$ cat src/pudc_pkg.sv
// Operation
// - Four-bit count, all bits clocked together
// - Count on rising edge only while enable low
// - Direction low counts up, high counts down
// - Count wraps modulo sixteen both ways
// - Control changes act only at next edge; here load, and direction at max/min, act at once
// - Load low presets count from data inputs
// - Preset reaches outputs without waiting for clock
// - Max/min high at terminal count for direction
// - Ripple carry low at terminal while clock low
// - Common clock: ripple carry feeds next enable
// - Common enable: ripple carry feeds next clock
// - Max/min may drive look-ahead carry logic
// - Reload preset to build modulo-N divider
package pudc_pkg;
  localparam int unsigned COUNT_WIDTH = 4;
  localparam logic [3:0] COUNT_MAX = 4'hf;
  localparam logic [3:0] COUNT_MIN = 4'h0;
  localparam logic [3:0] COUNT_RESET = 4'h00;

  localparam logic [11:0] REG_CTRL = 12'h000;
  localparam logic [11:0] REG_PRESET = 12'h004;
  localparam logic [11:0] REG_STATUS = 12'h008;

  localparam int unsigned CTRL_ENABLE_BIT = 0;
  localparam int unsigned CTRL_DOWN_BIT = 1;
  localparam int unsigned CTRL_RELOAD_BIT = 2;
  localparam int unsigned CTRL_LOAD_BIT = 3;
  localparam int unsigned STATUS_MAX_MIN_BIT = 4;
  localparam int unsigned STATUS_TERMINAL_BIT = 5;

  localparam logic [2:0] CTRL_RESET = 3'h0;
  localparam logic [3:0] PRESET_RESET = 4'h0;
endpackage
$ cat src/pudc_link.sv
interface pudc_link;
  logic count_enable_n;
  logic down;
  logic load_n;
  logic [3:0] preset_data;
  logic [3:0] count;
  logic max_min;
  logic ripple_carry_n;

  modport counter
  (
    input count_enable_n,
    input down,
    input load_n,
    input preset_data,
    output count,
    output max_min,
    output ripple_carry_n
  );

  modport control
  (
    output count_enable_n,
    output down,
    output load_n,
    output preset_data,
    input count,
    input max_min,
    input ripple_carry_n
  );
endinterface

$ cat src/pudc_ctrl.sv
// The APB slave port and the placing of the registers are this design's own decisions.
module pudc_ctrl
(
  input wire logic i_clock,
  input wire logic i_arst_n,
  input wire logic i_psel,
  input wire logic i_penable,
  input wire logic i_pwrite,
  input wire logic [11:0] i_paddr,
  input wire logic [31:0] i_pwdata,
  output logic [31:0] o_prdata,
  output logic o_pready,
  output logic o_pslverr,
  pudc_link.control link
);
  logic [2:0] ctrl;
  logic [2:0] next_ctrl;
  logic [3:0] preset;
  logic [3:0] next_preset;
  logic load;
  logic next_load;
  logic terminal_seen;
  logic next_terminal_seen;
  logic [31:0] prdata;
  logic [31:0] next_prdata;
  logic pslverr;
  logic next_pslverr;
  logic access;
  logic mapped;

  assign access = i_psel & i_penable;
  assign mapped = (i_paddr == pudc_pkg::REG_CTRL)
                | (i_paddr == pudc_pkg::REG_PRESET)
                | (i_paddr == pudc_pkg::REG_STATUS);

  always_comb
  begin
    next_ctrl = ctrl;
    next_preset = preset;
    next_prdata = prdata;
    next_pslverr = 1'b0;
    next_load = 1'b0;
    // Auto reload: one load cycle after terminal count
    if (ctrl[pudc_pkg::CTRL_RELOAD_BIT] && ctrl[pudc_pkg::CTRL_ENABLE_BIT]
        && link.max_min && !load)
    begin
      next_load = 1'b1;
    end
    // Write-one-to-clear; a new terminal count in the same cycle wins
    next_terminal_seen = terminal_seen;
    if (access && i_pwrite && i_paddr == pudc_pkg::REG_STATUS
        && i_pwdata[pudc_pkg::STATUS_TERMINAL_BIT])
    begin
      next_terminal_seen = 1'b0;
    end
    if (link.max_min && ctrl[pudc_pkg::CTRL_ENABLE_BIT] && link.load_n)
    begin
      next_terminal_seen = 1'b1;
    end
    // Response is formed at the setup edge, so it stands through access
    if (i_psel && !i_penable)
    begin
      next_pslverr = ~mapped;
      if (!i_pwrite)
      begin
        next_prdata = 32'h0000_0000;
        if (i_paddr == pudc_pkg::REG_CTRL)
        begin
          next_prdata[2:0] = ctrl;
        end
        if (i_paddr == pudc_pkg::REG_PRESET)
        begin
          next_prdata[3:0] = preset;
        end
        if (i_paddr == pudc_pkg::REG_STATUS)
        begin
          next_prdata[3:0] = link.count;
          next_prdata[pudc_pkg::STATUS_MAX_MIN_BIT] = link.max_min;
          next_prdata[pudc_pkg::STATUS_TERMINAL_BIT] = terminal_seen;
        end
      end
    end
    if (access && i_pwrite)
    begin
      if (i_paddr == pudc_pkg::REG_CTRL)
      begin
        next_ctrl = i_pwdata[2:0];
        if (i_pwdata[pudc_pkg::CTRL_LOAD_BIT])
        begin
          next_load = 1'b1;
        end
      end
      if (i_paddr == pudc_pkg::REG_PRESET)
      begin
        next_preset = i_pwdata[3:0];
      end
    end
  end

  always_ff @(posedge i_clock or negedge i_arst_n)
  begin
    if (!i_arst_n)
    begin
      ctrl <= pudc_pkg::CTRL_RESET;
      preset <= pudc_pkg::PRESET_RESET;
      load <= 1'b0;
      terminal_seen <= 1'b0;
      prdata <= 32'h0000_0000;
      pslverr <= 1'b0;
    end
    else
    begin
      ctrl <= next_ctrl;
      preset <= next_preset;
      load <= next_load;
      terminal_seen <= next_terminal_seen;
      prdata <= next_prdata;
      pslverr <= next_pslverr;
    end
  end

  // No wait states: the registered response already stands in access
  assign o_pready = access;
  assign o_prdata = prdata;
  assign o_pslverr = pslverr;
  assign link.count_enable_n = ~ctrl[pudc_pkg::CTRL_ENABLE_BIT];
  assign link.down = ctrl[pudc_pkg::CTRL_DOWN_BIT];
  assign link.load_n = ~load;
  assign link.preset_data = preset;
endmodule // pudc_ctrl

$ cat src/flat_wrapper.sv
// flat-port wrapper written by rule: the top's interface ports become plain ports
module pudc_ctrl_flat 
  (i_clock, i_arst_n, i_psel, i_penable, i_pwrite, i_paddr, i_pwdata, o_prdata, o_pready, o_pslverr, link_count_enable_n, link_down, link_load_n, link_preset_data, link_count, link_max_min, link_ripple_carry_n);
  pudc_link link_i ();
  input wire logic i_clock;
  input wire logic i_arst_n;
  input wire logic i_psel;
  input wire logic i_penable;
  input wire logic i_pwrite;
  input wire logic [11:0] i_paddr;
  input wire logic [31:0] i_pwdata;
  output logic [31:0] o_prdata;
  output logic o_pready;
  output logic o_pslverr;
  output wire logic [$bits(link_i.count_enable_n)-1:0] link_count_enable_n;
  output wire logic [$bits(link_i.down)-1:0] link_down;
  output wire logic [$bits(link_i.load_n)-1:0] link_load_n;
  output wire logic [$bits(link_i.preset_data)-1:0] link_preset_data;
  input wire logic [$bits(link_i.count)-1:0] link_count;
  input wire logic [$bits(link_i.max_min)-1:0] link_max_min;
  input wire logic [$bits(link_i.ripple_carry_n)-1:0] link_ripple_carry_n;
  assign link_count_enable_n = link_i.count_enable_n;
  assign link_down = link_i.down;
  assign link_load_n = link_i.load_n;
  assign link_preset_data = link_i.preset_data;
  assign link_i.count = link_count;
  assign link_i.max_min = link_max_min;
  assign link_i.ripple_carry_n = link_ripple_carry_n;
  pudc_ctrl u_core (.i_clock(i_clock), .i_arst_n(i_arst_n), .i_psel(i_psel), .i_penable(i_penable), .i_pwrite(i_pwrite), .i_paddr(i_paddr), .i_pwdata(i_pwdata), .o_prdata(o_prdata), .o_pready(o_pready), .o_pslverr(o_pslverr), .link(link_i));
endmodule
$ cat config.mk
export PLATFORM = sky130hd
export DESIGN_NAME = pudc_ctrl_flat
export DESIGN_NICKNAME = d
export VERILOG_FILES = /design/src/pudc_pkg.sv /design/src/pudc_link.sv /design/src/pudc_ctrl.sv /design/src/flat_wrapper.sv
export SDC_FILE = /design/constraint.sdc
export NUM_CORES = 1
export LEC_CHECK = 0
export BUFFER_PORTS_ARGS = -buffer_cell sky130_fd_sc_hd__buf_2
export CORE_MARGIN = 2
export CORE_UTILIZATION = 37
export CTS_CLUSTER_SIZE = 28
export DETAILED_ROUTE_END_ITERATION = 16
export MAX_ROUTING_LAYER = met4
export PLACE_DENSITY_LB_ADDON = 0.25
export SLEW_MARGIN = 10
export SYNTH_ARGS = -nofsm -noshare
export SYNTH_HDL_FRONTEND = slang
export SYNTH_SLANG_ARGS = --single-unit
$ cat constraint.sdc
create_clock -name i_clock -period 1.23 [get_ports i_clock]
set_input_delay 0.246 -clock i_clock [delete_from_list [all_inputs] [get_ports i_clock]]
set_output_delay 0.246 -clock i_clock [all_outputs]
set_load 0.1 [all_outputs]
* Yosys cells after proc, flatten, opt, wreduce, memory -nomap -nowiden *
Index checks and enable logic that the tools add are counted.

word-level totals
  bits in registers = 16
  bits of input ports = 55
  output and inout bits = 41
  logic and storage cells = 41

cells by class
  equal/unequal tests = 2
  muxes and demuxes = 10
  bitwise operators = 7
  reduce and logical (&&, ||, !) cells = 16

operators by type and width
  cell                                                                    count
  12-bit by 3-bit equality test with 1-bit output, second input constant  1
  12-bit by 4-bit equality test with 1-bit output, second input constant  1
  12-bit logical NOT                                                      1
  1-bit logical AND                                                       9
  1-bit 2-to-1 mux                                                        7
  6-bit 2-to-1 mux                                                        1
  2-bit AND reduction                                                     3
  4-bit 2-to-1 mux                                                        1
  1-bit NOT                                                               4
  3-bit 2-to-1 mux                                                        1
  1-bit logical NOT                                                       2
  1-bit OR                                                                2
  2-bit nonzero test                                                      1
  1-bit AND                                                               1

* Depth between registers and ports, before layout *
  word-level depth = 7
  gate-level depth with buffers = 4
  gate-level depth less buffers = 3

* Least setup slack after synthesis *
OpenSTA, ideal clock, no wires.

  path kind = input port to flip-flop
  start = in i_paddr[5]
  end = reg u_core.preset[3], in the netlist u_core.link.preset_data[3]
  setup time = 126 ps
  arrival time = 1,634 ps
  data required time = 1,104 ps
  slack = -529 ps
  cell stages on the path = 4
  buffers on the path = 1
  path through = or4_1 buf_6 nor4_4 mux2_2

between the ends
  cells in the longest elaborated chain, start to end = 2

RTL lines
  what                                             RTL line            source
  start: declaration                               flat_wrapper.sv:10  input wire logic [11:0] i_paddr;
  12-bit by 3-bit equality test with 1-bit output  pudc_ctrl.sv:93     if (i_paddr == pudc_pkg::REG_PRESET)
  2-bit AND reduction (no source line)             --
  end signal: assignment                           pudc_ctrl.sv:105    preset <= pudc_pkg::PRESET_RESET;
  end signal: assignment                           pudc_ctrl.sv:114    preset <= next_preset;
  end: declaration                                 pudc_ctrl.sv:18     logic [3:0] preset;

No other way between the ends.
A chain may end at the register's enable or synchronous reset.

* Final worst setup path *
  start = in i_paddr[9]
  end = reg u_core.preset[2], in the netlist u_core.link.preset_data[2]

The elaborated chain is that of the path after synthesis.

==> reports/qor.yml <==
synth_xor_area_share_pct: 0
fin_ws_ns: -0.2659
critPathLaunchType: "primary input"
yosysTopAreaCellShare_pct: 37.69
crit_start: "i_paddr[9]"
finalCritPeriodShare_pct: 121.6
fin_nets: 212
placed_area_um2: 1514
grtUsageTotal_pct: 15.94
crit_type: "primary input to register"
grt_pass1_wl_um: 3974
end_kind: "register"
maxCapViolCount: 0
synth_top_area_cell: "dfrtp_1"
synth_compound_area_share_pct: 9.658
synthMuxAreaShare_pct: 10.25
dr_total_vias: 906
clock_latency_ns: 0.28
p_leak_nw: 0.8324
reg2reg_from: "u_core.ctrl[1]"
finalSetupViolations: 17
grt_max_degree: 17
place_ws_ns: -0.6386
regArea_um2: 400.4
synth_seq_area_share_pct: 37.69
antenna_found_initial: 0
yosysMostFrequentCell: "buf_4"
synthToLayoutAreaGrowth_pct: 59.13
die_h_um: 57.58
crit_path_end: "u_core.link.preset_data[2]"
hp-class: "primary input to register"
die_area_um2: 3315
cts.htree.levels: 1
overflow: 0
reg2reg_to: "u_core.o_prdata[1]"
coreArea_um2: 2734
first_pass_iters: 4
antenna_cells: 0
power.density_nw_per_um2: 841.7
ys_types: 30
cts-buffers-inserted: 3
fill_cells: 222
drive_above_1_share_pct: 53.85
wl_um: 2512
violations: "negative setup slack"
ios: 96
multi_input_area_um2: 593.1
synth-edff-count: 0
start_util_pct: 38.86
yosys_warnings: 0
regToRegSetupSlack_ns: 0.18
drv_slew: 0
stdcell_area_um2: 1690
synthSimpleGateAreaFrac_pct: 20.02
io_buffers: 41
synthesis.instances: 99
synth_seq_cells: 16
grt_pass1_vias: 850
period_needed_ns: 1.496
dpl.hpwl_um: 1913
drt_iter0_drc: 13
detail_route.vias_per_cell: 4.845
synth_area_um2: 1062
hold_viol: 0
cp.required_ns: 1.40
cp_max_fo: 4
die_w_um: 57.58
wl_per_cell_um: 13.43
clock_path_buffers: 2
vdd_drop_max_v: 0.0005760
drc: 0
synth_commonest_cells: "26 x buf_4, 16 x dfrtp_1, 7 x mux2_2, 4 x a22o_1, 4 x o22ai_1"
syn_area_per_cell_um2: 10.73
synthTopCellsByArea: "dfrtp_1 38%, buf_4 18%, mux2_2 7.4%"
crit_arrival_ns: 1.67
clk_pin_slew_ns: 0.10
rows: 19
synth-main-ff-cell: "dfrtp_1"
run_status: "finished, violations left"
skew_ns: 0.008412
synthAdderAreaFrac_pct: 0
fmax_ghz: 0.6685
reg2regPathDepth: 3
grt_setup_unrepaired: "yes"
ant_nets: 0
setup_tns_ns: -2.883
async_reset_ff_share_pct: 100.0
routabilityCongestion: 0.8136
synth_top_family_by_area: "buffers and inverters"
clockRootBuffer: "clkbuf_4"
cts_sinks: 16
cts_tree: "done"
## metrics by stage
stage	util [%]	power (W)	hold WS, ns	std cells
after floorplan	-	0.001027	-0.04959	124
after global placement	55.38	0.001063	0.1704	176
after detailed placement	55.38	0.001066	0.1800	176
after CTS	60.46	0.001420	0.2061	185
after global routing	61.83	0.001475	0.2106	187
final	61.83	0.001423	0.2095	187
## layer usage
layer	share of wire [%]	wire, um	vias to the layer above	track usage, %
met1	36	909	427	19.86
met4	1.6	40	0	6.977
met3	6.8	172	4	0.6803
met2	55	1390	58	26.79
met5	0	0	-	-
li1	-	-	417	-
## final cells by class
type                       count  share of cell area, %
multi-input combinational     74                  35.09
clock buffer                   4                  2.147
tap                           31                  2.295
inverter                       3                 0.8882
timing repair buffer          59                  35.90
sequential                    16                  23.69
## report_power, final
group          internal (W)  leakage [nW]  switching [W]  total (W)
Combinational      0.000100         0.594       0.000450   0.000551
Clock              0.000180        0.0210       0.000163   0.000343
Sequential         0.000528         0.217     0.00000185   0.000529
## how the worst min path moves through the flow
| stage | startpoint | to | slack [ns] | depth (start not counted) |
|---|---|---|---|---|
| detailed placement | i_arst_n | u_core.ctrl[0] | 0.18 | 1 |
| global route | i_pwdata[0] | u_core.ctrl[0] | 0.21 | 2 |
| CTS | i_penable | u_core.o_pslverr | 0.21 | 3 |
| floorplan | i_arst_n | u_core.ctrl[0] | -0.05 | 0 |
| finish | i_penable | u_core.o_pslverr | 0.21 | 3 |
| global placement | i_arst_n | u_core.ctrl[0] | 0.17 | 1 |
## kinds of logic (layout without fill, tap and decap cells)
| family | count (synthesis) | after routing |
|---|---|---|
| mux | 10 | 10 |
| compound gates | 13 | 13 |
| flops | 16 | 16 |
| simple gates | 25 | 25 |
| other cells | 1 | 26 |
| buf+inv | 34 | 66 |
## flip-flops by register name, indices dropped and copies added (netlist names)
| register | flops |
|---|---|
| u_core.o_pslverr | 1 |
| u_core.o_prdata | 6 |
| u_core.terminal_seen | 1 |
| u_core.link.preset_data | 4 |
| u_core.ctrl | 3 |
| u_core.load | 1 |
## timing repair
action | 4_1_cts | 5_1_grt
endpoints found under the hold margin | 16 | 0
hold buffers | 1 | 0
pin swaps | 15 | 7
setup endpoints to repair | 18 | 18
resized for setup | 12 | 4
buffers inserted | 4 | 2
## layout by cell type, fill, tap and decap left out, types with 2 or more instances in the layout
| cell | instances |
|---|---|
| or3b_2 | 2 |
| a22o_1 | 4 |
| buf_4 | 15 |
| mux2_4 | 7 |
| conb_1 | 26 |
| dfrtp_1 | 16 |
| a32o_1 | 2 |
| nor4_4 | 4 |
| buf_12 | 15 |
| buf_2 | 21 |
| or2_2 | 2 |
| buf_6 | 7 |
| o22ai_1 | 4 |
| or4_4 | 2 |
| mux2i_1 | 3 |
| nor3_1 | 3 |
| nand2_1 | 3 |
| clkbuf_4 | 3 |
## critical path, stage by stage
cell and delay (ns):
buf_6 0.09, or4_4 0.57, nor4_4 0.28, buf_4 0.19, mux2_4 0.30
No activity file was read; power rests on OpenSTA's default activity.
